File: src/shared/tlpiu_defs.svh
// Purpose: Constants for the two level priority interrupt unit
// Assumes: Included by bare name wherever offsets, fields or counts are needed
// Notes:   Register indices are word indices; byte address is four times the index
`ifndef TLPIU_DEFS_SVH
`define TLPIU_DEFS_SVH

// Register indices
`define TLPIU_IDX_CONTROL   2'h0
`define TLPIU_IDX_RESETCTL  2'h1
`define TLPIU_IDX_PERIPH    2'h2
`define TLPIU_IDX_STATUS    2'h3

// Control register field positions
`define TLPIU_BIT_GLB_HIGH  7
`define TLPIU_BIT_GLB_LOW   6
`define TLPIU_BIT_TMR_EN    5
`define TLPIU_BIT_EXT_EN    4
`define TLPIU_BIT_PORT_EN   3
`define TLPIU_BIT_TMR_FLAG  2
`define TLPIU_BIT_EXT_FLAG  1
`define TLPIU_BIT_PORT_FLAG 0

// Reset control register field
`define TLPIU_BIT_PRIO_MODE 7

// Vector addresses
`define TLPIU_VEC_HIGH      21'h000008
`define TLPIU_VEC_LOW       21'h000018

// Vectoring latency for external events, in instruction cycles
`define TLPIU_EXT_LAT_MIN   3
`define TLPIU_EXT_LAT_MAX   4

// Reset values
`define TLPIU_RST_CONTROL   8'h00
`define TLPIU_RST_BYTE      8'h00

`endif

File: src/shared/tlpiu_pkg.sv
// Purpose: Types for the two level priority interrupt unit
// Assumes: Constants live in tlpiu_defs.svh
// Notes:   Holds the sequencer state enumeration only
package tlpiu_pkg;

	// Vectoring sequencer states
	typedef enum logic [1:0] {
		TLPIU_IDLE,
		TLPIU_WAIT,
		TLPIU_VECTOR
	} tlpiu_seq_t;

endpackage

File: src/hdl/tlpiu_sync.sv
// Purpose: Three stage pin synchroniser with agreement filter
// Assumes: Input is asynchronous to clk_i
// Notes:   Output follows only when stages two and three agree
`timescale 1ns/1ps
module tlpiu_sync #(
	parameter int WIDTH = 1
) (
	input  wire logic             clk_i,
	input  wire logic             rst_i,
	input  wire logic [WIDTH-1:0] async_i,
	output logic      [WIDTH-1:0] sync_o
);
	import tlpiu_pkg::*;

	// Synchroniser state
	typedef struct packed {
		logic [WIDTH-1:0] s1;   // First stage, read only by s2
		logic [WIDTH-1:0] s2;   // Second stage
		logic [WIDTH-1:0] s3;   // Third stage
		logic [WIDTH-1:0] outv; // Filtered level
	} tlpiu_sync_st_t;

	tlpiu_sync_st_t st_q;
	tlpiu_sync_st_t st_d;

	// Next state: shift and accept agreed bits
	always_comb begin
		st_d = st_q;
		st_d.s1 = async_i;
		st_d.s2 = st_q.s1;
		st_d.s3 = st_q.s2;
		for (int i = 0; i < WIDTH; i++) begin
			if (st_q.s2[i] == st_q.s3[i]) begin
				st_d.outv[i] = st_q.s3[i];
			end
		end
	end

	// Register stage
	always_ff @(posedge clk_i) begin
		if (rst_i) begin
			st_q <= '0;
		end else begin
			st_q <= st_d;
		end
	end

	assign sync_o = st_q.outv;
endmodule // tlpiu_sync

File: src/hdl/tlpiu_wb.sv
// Purpose: Classic Wishbone slave front end for the interrupt unit
// Assumes: 32-bit bus, word aligned registers, four register words
// Notes:   Ack one cycle after request, dropped the next cycle
`timescale 1ns/1ps
`include "tlpiu_defs.svh"
module tlpiu_wb (
	input  wire logic        clk_i,
	input  wire logic        rst_i,
	input  wire logic        cyc_i,
	input  wire logic        stb_i,
	input  wire logic        we_i,
	input  wire logic [3:0]  sel_i,
	input  wire logic [3:0]  adr_i,
	input  wire logic [31:0] dat_i,
	input  wire logic [7:0]  rdata_i,
	output logic             ack_o,
	output logic [31:0]      dat_o,
	output logic             wr_o,
	output logic             rd_o,
	output logic [1:0]       idx_o,
	output logic [7:0]       wdata_o
);
	import tlpiu_pkg::*;

	// Bus slave state
	typedef struct packed {
		logic        ack;  // Acknowledge
		logic [31:0] dat;  // Read data
	} tlpiu_wb_st_t;

	tlpiu_wb_st_t st_q;
	tlpiu_wb_st_t st_d;
	logic         req;     // Fresh request

	assign req     = cyc_i && stb_i && !st_q.ack;
	assign idx_o   = adr_i[3:2];
	assign wdata_o = dat_i[7:0];
	// Write strobe only when the low lane is selected
	assign wr_o    = req && we_i && sel_i[0];
	assign rd_o    = req && !we_i;

	// Answer every request, mapped or not; narrow data in low byte
	always_comb begin
		st_d = st_q;
		st_d.ack = req;
		if (req && !we_i) begin
			st_d.dat = {24'h000000, rdata_i};
		end
	end

	// Register stage
	always_ff @(posedge clk_i) begin
		if (rst_i) begin
			st_q <= '0;
		end else begin
			st_q <= st_d;
		end
	end

	assign ack_o = st_q.ack;
	assign dat_o = st_q.dat;
endmodule // tlpiu_wb

File: src/hdl/tlpiu_top.sv
// Purpose: Two level priority interrupt unit for an 8-bit core
// Assumes: clk_i is the 40 MHz instruction clock, one edge per instruction cycle
// Notes:   Core takes vectors on irq_take_o and signals return on retirq_i
//
// Chosen here: the address map and the Wishbone slave port.
`timescale 1ns/1ps
`include "tlpiu_defs.svh"

module tlpiu_top #(
	parameter int NPERIPH = 8
) (
	input  wire logic               clk_i,
	input  wire logic               rst_i,
	input  wire logic               wb_cyc_i,
	input  wire logic               wb_stb_i,
	input  wire logic               wb_we_i,
	input  wire logic [3:0]         wb_sel_i,
	input  wire logic [3:0]         wb_adr_i,
	input  wire logic [31:0]        wb_dat_i,
	output logic                    wb_ack_o,
	output logic [31:0]             wb_dat_o,
	input  wire logic               timer_zero_ovf_i,
	input  wire logic               ext_irq_pin_zero_i,
	input  wire logic               ext_edge_rising_i,
	input  wire logic [3:0]         upper_port_pins_i,
	input  wire logic               port_read_i,
	input  wire logic [NPERIPH-1:0] periph_req_i,
	input  wire logic               timer_zero_prio_i,
	input  wire logic               ext_pin_zero_prio_i,
	input  wire logic               port_change_prio_i,
	input  wire logic               retirq_i,
	input  wire logic [20:0]        ret_addr_i,
	input  wire logic               core_ack_i,
	output logic                    irq_take_o,
	output logic [20:0]             irq_vector_o,
	output logic                    stack_push_o,
	output logic [20:0]             stack_data_o,
	output logic                    in_high_o,
	output logic                    in_low_o
);
	import tlpiu_pkg::*;

	// How the unit works, in brief:
	// Three core sources keep their enable and flag bits in the control
	// register; up to eight peripheral requests arrive as levels and are
	// gated by the peripheral enable and priority words.
	// Each cycle the eligibility logic decides whether a high or a low
	// request may be taken, given the mode, the global enables and the
	// service levels already running.
	// The sequencer then waits a fixed time, raises the vector strobe,
	// clears the permitting global enable and marks the level as active.
	// The strobe stands until the core says it has taken the vector.
	// A return pulse from the core closes the innermost active level and
	// sets its global enable again.
	// Hazard: flags that software forgets to clear re-enter the routine
	// at once when the enable is restored; nothing here prevents that.

	// Whole unit state
	typedef struct packed {
		logic [7:0]  ctrl;      // Control register
		logic        prio_mode; // Reset control mode bit
		logic [7:0]  penable;   // Peripheral enables
		logic [7:0]  pprio;     // Peripheral priorities
		logic [3:0]  latch;     // Port value latched at last read
		logic        ext_prev;  // Previous pin level
		tlpiu_seq_t  seq;       // Vectoring sequencer
		logic [1:0]  lat;       // External latency counter
		logic        sel_high;  // Pending vector is high
		logic        act_high;  // High service running
		logic        act_low;   // Low service running
		logic [20:0] vec;       // Vector output
		logic [20:0] ret;       // Return address output
		logic        take;      // Vector strobe
	} tlpiu_st_t;

	tlpiu_st_t  st_q;
	tlpiu_st_t  st_d;
	logic       bus_wr;         // Register write strobe
	logic [1:0] bus_idx;        // Register index
	logic [7:0] bus_wdata;      // Write byte
	logic [7:0] rdata;          // Read mux
	logic       ext_s;          // Synchronised pin
	logic [3:0] port_s;         // Synchronised port pins
	logic       tmr_ev;         // Timer event this cycle
	logic       ext_ev;         // Pin edge this cycle
	logic       port_ev;        // Mismatch this cycle
	logic [2:0] core_req;       // Core source requests
	logic [2:0] core_prio;      // Core source priorities
	logic [7:0] preq;           // Peripheral requests
	logic       want_high;      // Eligible high request
	logic       want_low;       // Eligible low request

	// Level of an accepted request or running service
	// Compatibility mode has one enable and one vector, so all is high
	function automatic logic lvl_high(input logic mode, input logic high);
		lvl_high = !mode || high;
	endfunction

	// Any source asking at one level
	// The selects pick the sources that belong to that level
	function automatic logic lvl_any(
		input logic [2:0] creq,
		input logic [2:0] csel,
		input logic [7:0] pr,
		input logic [7:0] psel
	);
		lvl_any = |(creq & csel) || |(pr & psel);
	endfunction

	// Register bus front end
	tlpiu_wb u_wb (
		.clk_i   (clk_i),
		.rst_i   (rst_i),
		.cyc_i   (wb_cyc_i),
		.stb_i   (wb_stb_i),
		.we_i    (wb_we_i),
		.sel_i   (wb_sel_i),
		.adr_i   (wb_adr_i),
		.dat_i   (wb_dat_i),
		.rdata_i (rdata),
		.ack_o   (wb_ack_o),
		.dat_o   (wb_dat_o),
		.wr_o    (bus_wr),
		.rd_o    (),
		.idx_o   (bus_idx),
		.wdata_o (bus_wdata)
	);

	// Pin synchronisers
	tlpiu_sync #(.WIDTH(5)) u_sync (
		.clk_i   (clk_i),
		.rst_i   (rst_i),
		.async_i ({ext_irq_pin_zero_i, upper_port_pins_i}),
		.sync_o  ({ext_s, port_s})
	);

	// Event detection; events set flags with no enable involved
	assign tmr_ev  = timer_zero_ovf_i;
	assign ext_ev  = (ext_s != st_q.ext_prev) && (ext_s == ext_edge_rising_i);
	assign port_ev = (port_s != st_q.latch);

	// Source requests: flag and enable per source
	assign core_req  = {st_q.ctrl[`TLPIU_BIT_TMR_FLAG] & st_q.ctrl[`TLPIU_BIT_TMR_EN],
		st_q.ctrl[`TLPIU_BIT_EXT_FLAG] & st_q.ctrl[`TLPIU_BIT_EXT_EN],
		st_q.ctrl[`TLPIU_BIT_PORT_FLAG] & st_q.ctrl[`TLPIU_BIT_PORT_EN]};
	assign core_prio = {timer_zero_prio_i, ext_pin_zero_prio_i, port_change_prio_i};
	assign preq      = periph_req_i[7:0] & st_q.penable;

	// Eligibility of high and low requests in either mode
	// In priority mode a running high service blocks everything, and a
	// running low service blocks only further low requests, so a high
	// request may nest inside a low service but never the other way.
	// Clearing bit 7 blocks both levels: low requests need both bits.
	// In compatibility mode the priority inputs are not looked at;
	// core sources need bit 7, peripherals need bit 7 and bit 6.
	always_comb begin
		want_high = 1'b0;
		want_low  = 1'b0;
		if (st_q.prio_mode) begin
			// Bit 7 gates high; low needs bit 7 and bit 6
			want_high = st_q.ctrl[`TLPIU_BIT_GLB_HIGH] &&
				lvl_any(core_req, core_prio, preq, st_q.pprio);
			want_low  = st_q.ctrl[`TLPIU_BIT_GLB_HIGH] && st_q.ctrl[`TLPIU_BIT_GLB_LOW] &&
				lvl_any(core_req, ~core_prio, preq, ~st_q.pprio);
			// Low service cannot preempt itself; high cannot be preempted
			if (st_q.act_high) begin
				want_high = 1'b0;
				want_low  = 1'b0;
			end else if (st_q.act_low) begin
				want_low = 1'b0;
			end
		end else begin
			// Priority bits unused; peripherals need bit 6 as well
			want_high = st_q.ctrl[`TLPIU_BIT_GLB_HIGH] && (|core_req ||
				(st_q.ctrl[`TLPIU_BIT_GLB_LOW] && |preq));
		end
	end

	// Register read mux; all four word indices are mapped
	always_comb begin
		unique case (bus_idx)
			`TLPIU_IDX_CONTROL:  rdata = st_q.ctrl;
			`TLPIU_IDX_RESETCTL: rdata = {st_q.prio_mode, 7'h00};
			`TLPIU_IDX_PERIPH:   rdata = st_q.penable;
			`TLPIU_IDX_STATUS:   rdata = st_q.pprio;
		endcase
	end

	// Next state of the whole unit
	always_comb begin
		st_d = st_q;
		st_d.take = 1'b0;
		st_d.ext_prev = ext_s;
		// Software writes
		if (bus_wr) begin
			unique case (bus_idx)
				`TLPIU_IDX_CONTROL: begin
					// Flags only clear by zero writes; enables store
					st_d.ctrl[`TLPIU_BIT_GLB_HIGH:`TLPIU_BIT_PORT_EN] =
						bus_wdata[`TLPIU_BIT_GLB_HIGH:`TLPIU_BIT_PORT_EN];
					st_d.ctrl[`TLPIU_BIT_TMR_FLAG:`TLPIU_BIT_PORT_FLAG] =
						st_q.ctrl[`TLPIU_BIT_TMR_FLAG:`TLPIU_BIT_PORT_FLAG] &
						bus_wdata[`TLPIU_BIT_TMR_FLAG:`TLPIU_BIT_PORT_FLAG];
				end
				`TLPIU_IDX_RESETCTL: st_d.prio_mode = bus_wdata[`TLPIU_BIT_PRIO_MODE];
				`TLPIU_IDX_PERIPH:   st_d.penable = bus_wdata;
				`TLPIU_IDX_STATUS:   st_d.pprio = bus_wdata;
			endcase
		end
		// Reading the port ends the mismatch
		if (port_read_i) begin
			st_d.latch = port_s;
		end
		// Hardware sets win over a same cycle clear
		if (tmr_ev) begin
			st_d.ctrl[`TLPIU_BIT_TMR_FLAG] = 1'b1;
		end
		if (ext_ev) begin
			st_d.ctrl[`TLPIU_BIT_EXT_FLAG] = 1'b1;
		end
		if (port_ev) begin
			st_d.ctrl[`TLPIU_BIT_PORT_FLAG] = 1'b1;
		end
		// Return restores the enable of the service being left
		// With both levels active the high one is innermost and ends first
		if (retirq_i) begin
			if (lvl_high(st_q.prio_mode, st_q.act_high)) begin
				st_d.ctrl[`TLPIU_BIT_GLB_HIGH] = 1'b1;
				st_d.act_high = 1'b0;
			end else begin
				st_d.ctrl[`TLPIU_BIT_GLB_LOW] = 1'b1;
				st_d.act_low = 1'b0;
			end
		end

		// Vectoring sequencer
		// IDLE: picks the level at the edge where a request is eligible;
		// high wins when both ask, and low simply stays pending.
		// WAIT: counts a fixed number of cycles so that the answer time
		// does not depend on the instruction being interrupted.
		// VECTOR: strobe stands until the core acknowledges it.
		// The enable is cleared at the same edge as the strobe rises, so a
		// second request cannot slip in while the core is still answering.
		// The return address is captured at that edge as well.
		unique case (st_q.seq)
			TLPIU_IDLE: begin
				if (want_high || want_low) begin
					st_d.sel_high = want_high;
					st_d.lat = 2'(`TLPIU_EXT_LAT_MIN - 2);
					st_d.seq = TLPIU_WAIT;
				end
			end
			TLPIU_WAIT: begin
				// Fixed delay, independent of the interrupted instruction
				if (st_q.lat == 2'h0) begin
					st_d.seq = TLPIU_VECTOR;
					st_d.take = 1'b1;
					st_d.vec = lvl_high(st_q.prio_mode, st_q.sel_high) ?
						`TLPIU_VEC_HIGH : `TLPIU_VEC_LOW;
					st_d.ret = ret_addr_i;
					if (lvl_high(st_q.prio_mode, st_q.sel_high)) begin
						st_d.ctrl[`TLPIU_BIT_GLB_HIGH] = 1'b0;
						st_d.act_high = 1'b1;
					end else begin
						st_d.ctrl[`TLPIU_BIT_GLB_LOW] = 1'b0;
						st_d.act_low = 1'b1;
					end
				end else begin
					st_d.lat = st_q.lat - 2'h1;
				end
			end
			TLPIU_VECTOR: begin
				// Hold vector until the core has taken it
				if (core_ack_i) begin
					st_d.seq = TLPIU_IDLE;
				end else begin
					st_d.take = 1'b1;
				end
			end
		endcase
	end

	// The port flag has no defined power-on value; zero is chosen so the
	// unit never vectors straight out of reset.
	// Software must still clear it before enabling the port source,
	// since any difference on the pins sets it again.

	// State register; port flag resets to zero as its unknown value
	always_ff @(posedge clk_i) begin
		if (rst_i) begin
			st_q <= '0;
			st_q.ctrl <= `TLPIU_RST_CONTROL;
			st_q.seq <= TLPIU_IDLE;
		end else begin
			st_q <= st_d;
		end
	end

	// The push strobe is combinational so that it drops in the cycle in
	// which the core answers; the core must push only once per vector.
	// All other core side outputs come straight from flip-flops.

	// Core side outputs
	assign irq_take_o   = st_q.take;
	assign stack_push_o = st_q.take && st_q.seq == TLPIU_VECTOR && !core_ack_i;
	assign irq_vector_o = st_q.vec;
	assign stack_data_o = st_q.ret;
	assign in_high_o    = st_q.act_high;
	assign in_low_o     = st_q.act_low;
endmodule // tlpiu_top

File: config.mk
export PLATFORM = sky130hd
export DESIGN_NAME = tlpiu_top
export DESIGN_NICKNAME = d
export VERILOG_FILES = /design/src/shared/tlpiu_pkg.sv /design/src/hdl/tlpiu_sync.sv /design/src/hdl/tlpiu_wb.sv /design/src/hdl/tlpiu_top.sv
export VERILOG_INCLUDE_DIRS = /design/src /design/src/shared
export SDC_FILE = /design/constraint.sdc
export NUM_CORES = 1
export LEC_CHECK = 0
export BUFFER_PORTS_ARGS = -buffer_cell sky130_fd_sc_hd__buf_4
export CELL_PAD_IN_SITES_DETAIL_PLACEMENT = 0
export CELL_PAD_IN_SITES_GLOBAL_PLACEMENT = 1
export CORE_AREA = 2 2 107 119
export DETAILED_ROUTE_END_ITERATION = 10
export DIE_AREA = 0 0 109 121
export PLACE_DENSITY = 0.89
export SYNTH_ARGS = -nofsm -noshare
export SYNTH_HDL_FRONTEND = slang
export SYNTH_HIERARCHICAL = 1
export SYNTH_SLANG_ARGS = --single-unit
File: constraint.sdc
create_clock -name clk_i -period 5.2 [get_ports clk_i]
set_input_delay 0.52 -clock clk_i [delete_from_list [all_inputs] [get_ports clk_i]]
set_output_delay 0.52 -clock clk_i [all_outputs]
set_load 0.02 [all_outputs]
Word level (Yosys, flattened, before mapping)
Index checks and enable logic that the tools add are counted.
- flip-flop bits (word level): 109
- input bits: 87
- output and inout port bits: 79
- $add $sub $neg: 1
- eq/ne operators: 17
- bitwise operators: 11
- muxes and demuxes: 37
- reductions and logical operators: 50
- operators by type and width (operator ; count):
    $mux W45 ; 1
    $mux W44 ; 1
    $pmux W8 S4 ; 1
    $mux W25 ; 1
    $and A8 B8 Y8 ; 3
    $mux W8 ; 3
    $reduce_or A8 Y1 ; 3
    $mux W1 ; 18
    $reduce_and A2 Y1 ; 9
    $mux W2 ; 7
    $reduce_bool A2 Y1 ; 7
    $logic_and A1 B1 Y1 ; 13
    $mux W5 ; 2
    $and A3 B3 Y3 ; 3
    $reduce_or A3 Y1 ; 3
    $ne A2 B2 Y1 const B ; 4
    $not A8 Y8 ; 1
    $eq A1 B1 Y1 ; 6
    $eq A2 B2 Y1 const B ; 3
    $logic_not A2 Y1 ; 3
    $logic_or A1 B1 Y1 ; 6
    $pmux W2 S3 ; 1
    $reduce_and A3 Y1 ; 2
    $eq A2 B1 Y1 const B ; 2
    other kinds (8) ; 13

Depth between registers and ports, before layout
Gate-level depths: netlist of run 1.
- depth after elaboration: 11
- gate-level depth with buffers: 8
- depth with buffers taken out: 7

Modules after synthesis
The synthesis of run 1 kept the hierarchy.
- by module, submodules not included (module ; times used ; area an instance (um^2) ; cells an instance):
    tlpiu_top ; 1 ; 3140.5 ; 393
    tlpiu_sync ; 1 ; 679.4 ; 57
    tlpiu_wb ; 1 ; 664.4 ; 75

Worst setup path after synthesis of run 1
OpenSTA, ideal clock, no wires.
- kind: input to register
- start point: in periph_req_i[5]
- end point: reg st_q[48] (netlist bit)
- setup slack: 3226 ps
- arrival time: 1886 ps
- data required time: 5112 ps
- setup time: 88 ps
- stages on the path: 7
- path buffers: 0
- path through: nand2_1 > o22ai_2 > nor4_2 > a2111oi_2 > or4_4 > nor2b_4 > o32ai_2
- longest elaborated chain between the ends: 11
- RTL lines (what ; line ; text):
    start: declaration ; tlpiu_top.sv:27 ; input wire logic [NPERIPH-1:0] periph_req_i,
    $and A8 B8 Y8 (*) ; tlpiu_top.sv:147 ; assign preq = periph_req_i[7:0] & st_q.penable;
    $and A8 B8 Y8 ; tlpiu_top.sv:107 ; lvl_any = |(creq & csel) || |(pr & psel);
    $reduce_or A8 Y1 ; tlpiu_top.sv:107 ;
    $logic_or A1 B1 Y1 ; tlpiu_top.sv:107 ;
    $logic_and A1 B1 Y1 ; tlpiu_top.sv:163 ; want_low = st_q.ctrl[`TLPIU_BIT_GLB_HIGH] && st_q.ctrl[`TLPIU_BIT_GLB_LOW] &&
    $mux W1 ; tlpiu_top.sv:169 ; end else if (st_q.act_low) begin
    $mux W1 ; tlpiu_top.sv:166 ; if (st_q.act_high) begin
    $mux W1 ; tlpiu_top.sv:159 ; if (st_q.prio_mode) begin
    $logic_or A1 B1 Y1 (*) ; tlpiu_top.sv:247 ; if (want_high || want_low) begin
    $ne A2 B2 Y1 (no source line) (*) ; n/a ;
    $reduce_and A3 Y1 (no source line) (*) ; n/a ;
    end signal: assignment ; tlpiu_top.sv:295 ; st_q <= st_d;
    end: declaration ; tlpiu_top.sv:76 ; tlpiu_st_t st_q;
Mark *: on every way between the ends. The rest lies on a longest branch, timed or not.
A chain may end at the register's enable or synchronous reset.

Worst setup path after layout of run 1
- start point: reg st_q[75] (netlist bit)
- end point: reg st_q[49] (netlist bit)
- longest elaborated chain between the ends: 11
- RTL lines (what ; line ; text):
    $and A1 B1 Y1 (*) ; tlpiu_top.sv:145 ; st_q.ctrl[`TLPIU_BIT_PORT_FLAG] & st_q.ctrl[`TLPIU_BIT_PORT_EN]};
    $and A3 B3 Y3 ; tlpiu_top.sv:107 ;
    $reduce_or A3 Y1 ; tlpiu_top.sv:107 ;
    $logic_or A1 B1 Y1 ; tlpiu_top.sv:107 ;
    $logic_and A1 B1 Y1 ; tlpiu_top.sv:163 ;
    $mux W1 ; tlpiu_top.sv:169 ;
    $mux W1 ; tlpiu_top.sv:166 ;
    $mux W1 ; tlpiu_top.sv:159 ;
    $logic_or A1 B1 Y1 (*) ; tlpiu_top.sv:247 ;
    $ne A2 B2 Y1 (no source line) (*) ; n/a ;
    $reduce_and A3 Y1 (no source line) (*) ; n/a ;
Marked as above.

==> results of run 1 <==
==> cell usage after synthesis <==
master / instances / area share [%]
nand2b_1: 23 / 3.2
conb_1: 2 / 0.17
o211ai_1: 2 / 0.33
a221oi_1: 2 / 0.39
mux2i_1: 32 / 7.1
nor4_1: 1 / 0.14
o22ai_2: 3 / 0.84
and4bb_1: 1 / 0.28
dfxtp_1: 90 / 40
mux4_2: 1 / 0.50
nand2_1: 86 / 7.2
and2_1: 2 / 0.28
o21ai_1: 11 / 1.2
nor2b_2: 15 / 2.9
and3_1: 1 / 0.14
nand3b_1: 2 / 0.33
a21oi_1: 40 / 4.5
clkbuf_1: 21 / 1.8
buf_4: 81 / 14
or4b_1: 1 / 0.22
a2111oi_2: 2 / 0.67
ha_1: 4 / 1.1
nor2b_1: 4 / 0.56
nor3_1: 4 / 0.45
a21oi_2: 5 / 0.98
nor2b_4: 1 / 0.31
o32ai_2: 1 / 0.36
a41oi_1: 2 / 0.39
o21ai_0: 8 / 0.89
nand3_1: 19 / 2.1
xor2_1: 4 / 0.78
nand4_1: 4 / 0.56
a31oi_1: 1 / 0.14
inv_1: 10 / 0.84
or4_4: 1 / 0.25
o22ai_1: 2 / 0.28
or2_2: 1 / 0.14
o31ai_1: 1 / 0.17
buf_6: 3 / 0.75
nor2_1: 28 / 2.3
nor4_2: 1 / 0.28
or3b_2: 1 / 0.20
or3_1: 1 / 0.14
==> worst max-delay path by stage <==
stage / end / from / cells after the start
2_1_floorplan: st_q[48] / periph_req_i[5] / 7
3_3_place_gp: st_q[49] / periph_req_i[5] / 8
3_5_place_dp: st_q[49] / periph_req_i[5] / 8
4_1_cts: st_q[49] / st_q[75] / 7
5_1_grt: stack_data_o[0] / st_q[46] / 5
6_report: st_q[49] / st_q[75] / 7
==> power by group <==
| group | switching [W] | total, W | internal (W) |
|---|---|---|---|
| Clock | 0.000255 | 0.000592 | 0.000337 |
| Sequential | 0.00000507 | 0.000703 | 0.000698 |
| Combinational | 0.0000668 | 0.000111 | 0.0000438 |
| Total | 0.000327 | 0.00141 | 0.00108 |
==> cell type report <==
cell class	count	area, um^2	area share, %
repair buffers	94	706	13.9
inverters	10	37.5	0.739
flip-flops and latches	90	1800	35.5
clock buffers	14	254	5.00
clock inverters	2	12.5	0.246
multi-input cells	361	2080	40.9
well taps	154	193	3.79
==> per-stage QoR <==
stage	hold slack, ns	total power, W
finish	0.398	0.00141
global route	0.393	0.00147
CTS	0.386	0.00143
detailed placement	0.427	0.000829
global placement	0.418	0.000826
floorplan	0.415	0.000815
==> registers in the layout (all words and copies together), names as in the netlist <==
| register | flops |
|---|---|
| st_q | 35 |
| stack_data_o | 21 |
| u_sync/st_d | 10 |
| u_wb/dat_o | 8 |
| u_sync/st_q | 5 |
| u_sync/sync_o | 5 |
| irq_vector_o | 2 |
| in_high_o | 1 |
| in_low_o | 1 |
| irq_take_o | 1 |
| u_wb/ack_o | 1 |
==> cells in the final DEF (no fill, tap or decap), drive strengths merged <==
cell type   n
xor2        4
o32ai       1
or4b        1
o31ai       1
dfxtp      90
ha          4
mux2i      32
mux4        1
or3b        1
and4bb      1
a41oi       2
nand2      86
a31oi       1
clkbuf     14
o21ai      19
nand4       4
nor2       28
a2111oi     2
nand3b      2
nor2b      20
a21oi      45
inv        10
nand3      19
o211ai      2
buf        94
or2         1
o22ai       5
nand2b     23
clkinv      1
nor3        4
or4         1
a221oi      2
or3         1
and2        2
and3        1
clkinvlp    1
nor4        2
conb       43
==> layer usage <==
metal	wire (um)	track usage [%]	vias to the layer above
met2	4880	26.1	118
met4	139	5.45	0
met5	0	0	-
met1	4170	18.7	1580
li1	-	-	1698
met3	691	3.71	10
==> cell families (layout without fill, tap and decap cells) <==
logic type	after synthesis	count (layout)	synth area share [%]
simple gates	197	197	22.1
buf+inv	115	120	16.9
flops	90	90	40.2
compound gates	80	80	11.1
mux	33	33	7.65
fa+ha+maj	4	4	1.12
xor+xnor	4	4	0.781
other cells	2	43	0.167
==> worst max-delay path: cells and delay by family, from the launching register on <==
kind,cells,cell delay [ns]
flip-flops,1,0.39
AND/OR/NAND/NOR,4,0.91
AO/OA/AOI/OAI,3,0.70
==> impl_results.md, run 1 <==
* Max Cap Violations at 0
* All-Layer GR Usage at 15.3%
* Fillers at around 1,200
* Clock edge transition at the registers on the reported setup and hold paths at around 0.060 ns
* Post-CTS sizing at 0
* # nets final at approximately 660
* #FFs+latches synth at 90
* Relative slew slack at approximately a quarter
* I/O pin count at between 150 and 200
* Setup violators final at 0
* Setup WS post-layout at approximately 3.1 ns
* Layout cells sized above 1 at roughly a quarter
* Via/cell ratio at roughly 4.7
* Post-CTS setup buffer count at 0
* Critical-path cell list: nand2_1 > o22ai_2 > nor4_2 > a2111oi_2 > or4_4 > or4b_1 > o31ai_1
* Clk sinks at 90
* CP Data Required Time at 5.44 ns
* Max Clock Skew at just under 0.007 ns
* Max Slew Vio Count at 0
* Worst Hold Depth at 2
* Drt wl/cell at about 14 um
* Non-filler cells, final at about 730
* DR DRC count at 0
* Worst Tran Pin Value at around 1.1 ns
* Final core utilization at around 43%
* Initial drt markers at approximately 170
* Number of global-route vias before repair at 3,300
* Critical Path Source Type: flip-flop
* Full die area at around 0.013 mm^2
* Hold Path End: u_sync/st_d[14]
* Crit Path Max Fanout at 5
* RSZ-0062 raised after global routing: no
* CTS H-tree lvls at 3
* Placement Rows at 42
* Clock period minus worst slack at 2.10 ns
* Area grow syn2layout at 13.3%
* Max IR drop VDD at 0.128 mV
* GRT Residual Overflow at 0
* Die X at between 100 and 150 um
* Antenna Cells at 0
* Achievable frequency at about 480 MHz
* Clk_lat worst skew at 0.33 ns
* WL final at just under 10,000 um
* Kind of end point of the critical path: flip-flop
* Final hold violations at 0
* Pwr/cell area at approximately 280 mW/mm^2
* Critical R2R Capture: st_q[49]
* Port Buffers at 93
* Hold WC Path Type: in2reg
* Dpl cells at between 700 and 800
* Dpl cell area at ~0.0048 mm^2
* Initial DRT Pass Iterations at 4
* Netlist cell types at 43
* Initial core utilization at between 30% and 40%
* Synth warnings at 6
* Fin crit share at between 40% and 50%
* Final ANT Viol Nets at 0
* Outcome: complete, no violations
* Critical path type: reg2reg
* Crit path largest cell delay at between 0.4 and 0.5 ns
* Clock tree buffer depth at 2
* Min-Delay Startpoint: ext_irq_pin_zero_i
* CTS Buf Count at 9
* Worst r2r src: st_q[75]
* CTS tree: yes
* Root buffer cell: clkbuf_16
* Setup TNS at 0 ns
* DP Worst Slack at 2.88 ns
* Detailed-route via count at roughly 3,400
* Worst Reg-to-Reg Cells at 7
* Post-Synthesis Cells at approximately 530
* Crit path arrival time at 2.33 ns
* Slowest CP cell: or4b_1
* First-pass GRT wire length at roughly 16,000 um
* Synthesized area at 0.00448 mm^2
* Post-DP HPWL at approximately 7000 um
* Syn_area_per_cell at 8.54 um^2
* Die height at 121 um
* Design Area, Final at ~0.0051 mm^2
* Gpl congestion at between 0.9 and 1
* Total core area at 0.0119 mm^2
* Largest net degree at the start of global routing at between 100 and 150
* Seq/Total Area, Yosys at roughly two fifths
* Initial antenna violation count at 0
* Leakage power at roughly 2.1 nW
* Reg-to-reg slack, setup at approximately 3.1 ns
* # hold bufs at CTS at 0
Power figures use the tool's default switching activity.
==> run 2: changes to the inputs <==
ABC_AREA = 1   (was unset)
CORE_AREA = 2 2 119 132   (was 2 2 107 119)
DIE_AREA = 0 0 121 134   (was 0 0 109 121)
PLACE_DENSITY = 0.81   (was 0.89)
clock period = 1.75 ns   (was 5.2 ns; I/O delays follow)
==> run 2 against run 1 <==
Compared with the run above:
- worst hold slack lost 0.37 ns
- core utilization decreased by 6.9 points
- global-route usage shrank 2.8 points
- synthesized cell count rose by 17%
- die area is 23% higher
- critical path type unchanged
- largest cell class unchanged
- largest power group unchanged
==> impl_results.md, run 2 <==
* Crit path arrival time at 1.71 ns (was 2.33 ns)
* CTS H-tree lvls at 3 (unchanged)
* Most used DFF post-synth: dfxtp_1 (unchanged)
* Setup TNS at 0 ns (unchanged)
* Root buffer cell: clkbuf_16 (unchanged)
* Outcome: complete, no violations (unchanged)
* Cell depth of the worst setup path at 10 (was 7)
* Total core area at 0.0149 mm^2 (was 0.0119 mm^2)
* I/O pin count at 166 (unchanged)
* Fillers at 1,629 (was 1,195)
* Post-CTS setup buffer count at 0 (unchanged)
* Antenna Cells at 0 (unchanged)
* Max reg flops at 35 (unchanged)
* Setup violators final at 0 (unchanged)
* Clock share of power at 43.7% (was 42.1%)
* Final ANT Viol Nets at 0 (unchanged)
* Kind of end point of the critical path: flip-flop (unchanged)
* Seq/Total Area, Yosys at 39.9% (was 40.2%)
* Largest cells by area after synthesis: dfxtp_1 (40%), buf_4 (14%), nor2_1 (9.3%) (was dfxtp_1 (40%), buf_4 (14%), nand2_1 (7.2%))
* Netlist cell types at 37 (was 43)
* Cell taking the most area after synthesis: dfxtp_1 (unchanged)
* Max Cap Violations at 0 (unchanged)
* Critical Path Source Type: flip-flop (unchanged)
* Post-CTS sizing at 0 (unchanged)
* Crit Path Max Fanout at 6 (was 5)
* # hold bufs at CTS at 0 (unchanged)
* Gpl congestion at 0.802 (was 0.941)
* Sequential share of power at 46.7% (was 50.0%)
* Switching share of power at 23.6% (was 23.3%)
* Worst Reg-to-Reg Cells at 10 (was 7)
* Hold WC Path Type: in2reg (unchanged)
* Most frequent cells in the layout: nor2_1 (112), buf_4 (104), dfxtp_1 (90) (was buf_4 (94), dfxtp_1 (90), nand2_1 (86))
* Syn_area_per_cell at 7.33 um^2 (was 8.54 um^2)
* Synth warnings at 6 (unchanged)
* WL final at 9970 um (was 9880 um)
* Fin crit share at 84.1% (was 40.3%)
* Critical-path cell list: inv_2 > nand3_4 > nor2_1 > buf_4 > inv_1 > nor2_4 > buf_4 > o22ai_1 > a21oi_1 > nor2_1 (was nand2_1 > o22ai_2 > nor4_2 > a2111oi_2 > or4_4 > or4b_1 > o31ai_1)
* Number of global-route vias before repair at 3,250 (was 3,300)
* EDFF count, synth at 0 (unchanged)
* First-pass GRT wire length at 15,900 um (was 15,800 um)
* Net Switching at 0.00107 W (was 0.000327 W)
* Clk sinks at 90 (unchanged)
* Pwr/cell area at 856 mW/mm^2 (was 276 mW/mm^2)
* Full die area at 0.0162 mm^2 (was 0.0132 mm^2)
* Critical path startpoint: u_wb/ack_o (was st_q[75])
* Post-Synthesis Cells at 616 (was 525)
* CTS tree: yes (unchanged)
* Setup WS post-layout at 0.279 ns (was 3.10 ns)
* Design Area, Final at 0.00531 mm^2 (was 0.00508 mm^2)
* Multi-input gate area at 0.00193 mm^2 (was 0.00208 mm^2)
* Clock period minus worst slack at 1.47 ns (was 2.10 ns)
* All-Layer GR Usage at 12.6% (was 15.3%)
* Detailed-route via count at 3,681 (was 3,406)
* Port Buffers at 93 (unchanged)
* Layout cells sized above 1 at 22.2% (was 24.2%)
* Largest net degree at the start of global routing at 28 (was 102)
* Drt wl/cell at 11.4 um (was 13.6 um)
* Initial drt markers at 193 (was 166)
* Final hold violations at 0 (unchanged)
* Initial antenna violation count at 0 (unchanged)
* Placement Rows at 47 (was 42)
* Clk_lat worst skew at 0.34 ns (was 0.33 ns)
* Logic pwr share at 9.7% (was 7.9%)
* Worst r2r src: u_wb/ack_o (was st_q[75])
* Buf/Inv on CP at 4 (was 0)
* Asr flop ratio synth at 0% (unchanged)
* Max Slew Vio Count at 0 (unchanged)
* Slowest CP cell: dfxtp_1 (was or4b_1)
* Area grow syn2layout at 17.6% (was 13.3%)
* Via/cell ratio at 4.20 (was 4.70)
* Synthesized area at 0.00452 mm^2 (was 0.00448 mm^2)
* Yosys top cell area share at 39.9% (was 40.2%)
* CTS Buf Count at 9 (unchanged)
* Reg-to-reg slack, setup at 0.28 ns (was 3.10 ns)
* Clock edge transition at the registers on the reported setup and hold paths at 0.06 ns (about the same)
* Max IR drop VDD at 0.455 mV (was 0.128 mV)
* # nets final at 767 (was 657)
* Crit-path leading delay family: buffers and inverters (was simple AND/OR/NAND/NOR gates)
* Most common cell after layout, fill and taps aside: nor2_1 (was buf_4)
* Die X at 121 um (was 109 um)
* Reg with most FFs: st_q (unchanged)
* GRT Residual Overflow at 0 (unchanged)
* Achievable frequency at 680 MHz (was 477 MHz)
* Max Clock Skew at 0.00451 ns (was 0.00683 ns)
* CP Data Required Time at 1.98 ns (was 5.44 ns)
* Int Power at 0.00347 W (was 0.00108 W)
* Leakage power at 2.34 nW (was 2.12 nW)
* Sequential Area at 0.00180 mm^2 (unchanged)
* Post-DP HPWL at 7360 um (was 6940 um)
* DR DRC count at 0 (unchanged)
* DP Worst Slack at 0.254 ns (was 2.88 ns)
* Critical path type: reg2reg (unchanged)
* Dpl cell area at 0.00500 mm^2 (was 0.00482 mm^2)
* Initial core utilization at 30.4% (was 37.6%)
* Crit path largest cell delay at 0.35 ns (was 0.46 ns)
* Clock tree buffer depth at 2 (unchanged)
* Synth top cells by count: nor2_1 (112), dfxtp_1 (90), buf_4 (82) (was dfxtp_1 (90), nand2_1 (86), buf_4 (81))
* Critical R2R Capture: st_q[79] (was st_q[49])
* Die height at 134 um (was 121 um)
* Setup crit end: st_q[79] (was st_q[49])
* RSZ-0062 raised after global routing: no (unchanged)
* #FFs+latches synth at 90 (unchanged)
* Top-count cell post-synth: nor2_1 (was dfxtp_1)
* Initial DRT Pass Iterations at 4 (unchanged)
[run 2: cell types whose count changed after synthesis, sizes merged, moves of 13 or more]
cell    previous run  this run
nand2b            23         0
mux2i             32         0
nor2              28       125
inv               10        64
a21oi             45        32
nand3             19        46
nor2b             20         0
clkbuf            21         8
o21ai             19        51
[run 2: kinds of logic after synthesis]
family | synth area share [%]
flip-flops | 39.9
adder cells (fa/ha/maj) | 1.11
other | 0.166
buffers and inverters | 20.8
AND/OR/NAND/NOR | 26.0
XOR/XNOR | 0.776
AO/OA/AOI/OAI | 11.3
[run 2: final cells by class]
| type | count | share of cell area, % |
|---|---|---|
| timing repair buffer | 104 | 14.7 |
| clock inverter | 2 | 0.660 |
| multi-input combinational | 406 | 36.3 |
| tap | 196 | 4.62 |
| sequential | 90 | 33.9 |
| clock buffer | 13 | 5.09 |
| inverter | 65 | 4.64 |
[run 2: worst register-to-register path: cells and delay by family (launching register included)]
family / cells / cell delay [ns]
AOI/OAI and AO/OA: 2 / 0.19
buffers and inverters: 4 / 0.45
DFF: 1 / 0.35
and+or+nand+nor: 4 / 0.38
[run 2: worst min path at each step]
| stage | start | to | cells past startpoint |
|---|---|---|---|
| after global placement | upper_port_pins_i[1] | u_sync/st_d[11] | 3 |
| after floorplan | rst_i | u_wb/ack_o | 1 |
| after global routing | upper_port_pins_i[3] | u_sync/st_d[13] | 3 |
| after CTS | upper_port_pins_i[2] | u_sync/st_d[12] | 3 |
| after detailed placement | upper_port_pins_i[2] | u_sync/st_d[12] | 3 |
| final | upper_port_pins_i[1] | u_sync/st_d[11] | 3 |
[run 2: layer usage]
metal	track usage (%)	wire (um)	vias up
li1	-	-	1948
met1	15.2	4350	1587
met2	20.5	4720	131
met3	3.61	688	15
met4	6.01	212	0
met5	0	0	-
[run 2: stage by stage]
| step | cells | power, W | util, % | hold WS, ns |
|---|---|---|---|---|
| floorplan | 657 | 0.00252 | - | 0.247 |
| global placement | 861 | 0.00261 | 33.6 | 0.376 |
| detailed placement | 861 | 0.00261 | 33.6 | 0.380 |
| CTS | 876 | 0.00463 | 35.7 | 0.0127 |
| global route | 876 | 0.00477 | 35.7 | 0.0266 |
| finish | 876 | 0.00455 | 35.7 | 0.0317 |
[run 2: power groups by stage]
stage | registers [W] | clock network (W) | logic (W)
global route | 0.00212 | 0.00216 | 0.000487
finish | 0.00212 | 0.00199 | 0.000440
detailed placement | 0.00217 | 0 | 0.000442
CTS | 0.00212 | 0.00207 | 0.000443
floorplan | 0.00217 | 0 | 0.000351
global placement | 0.00217 | 0 | 0.000441
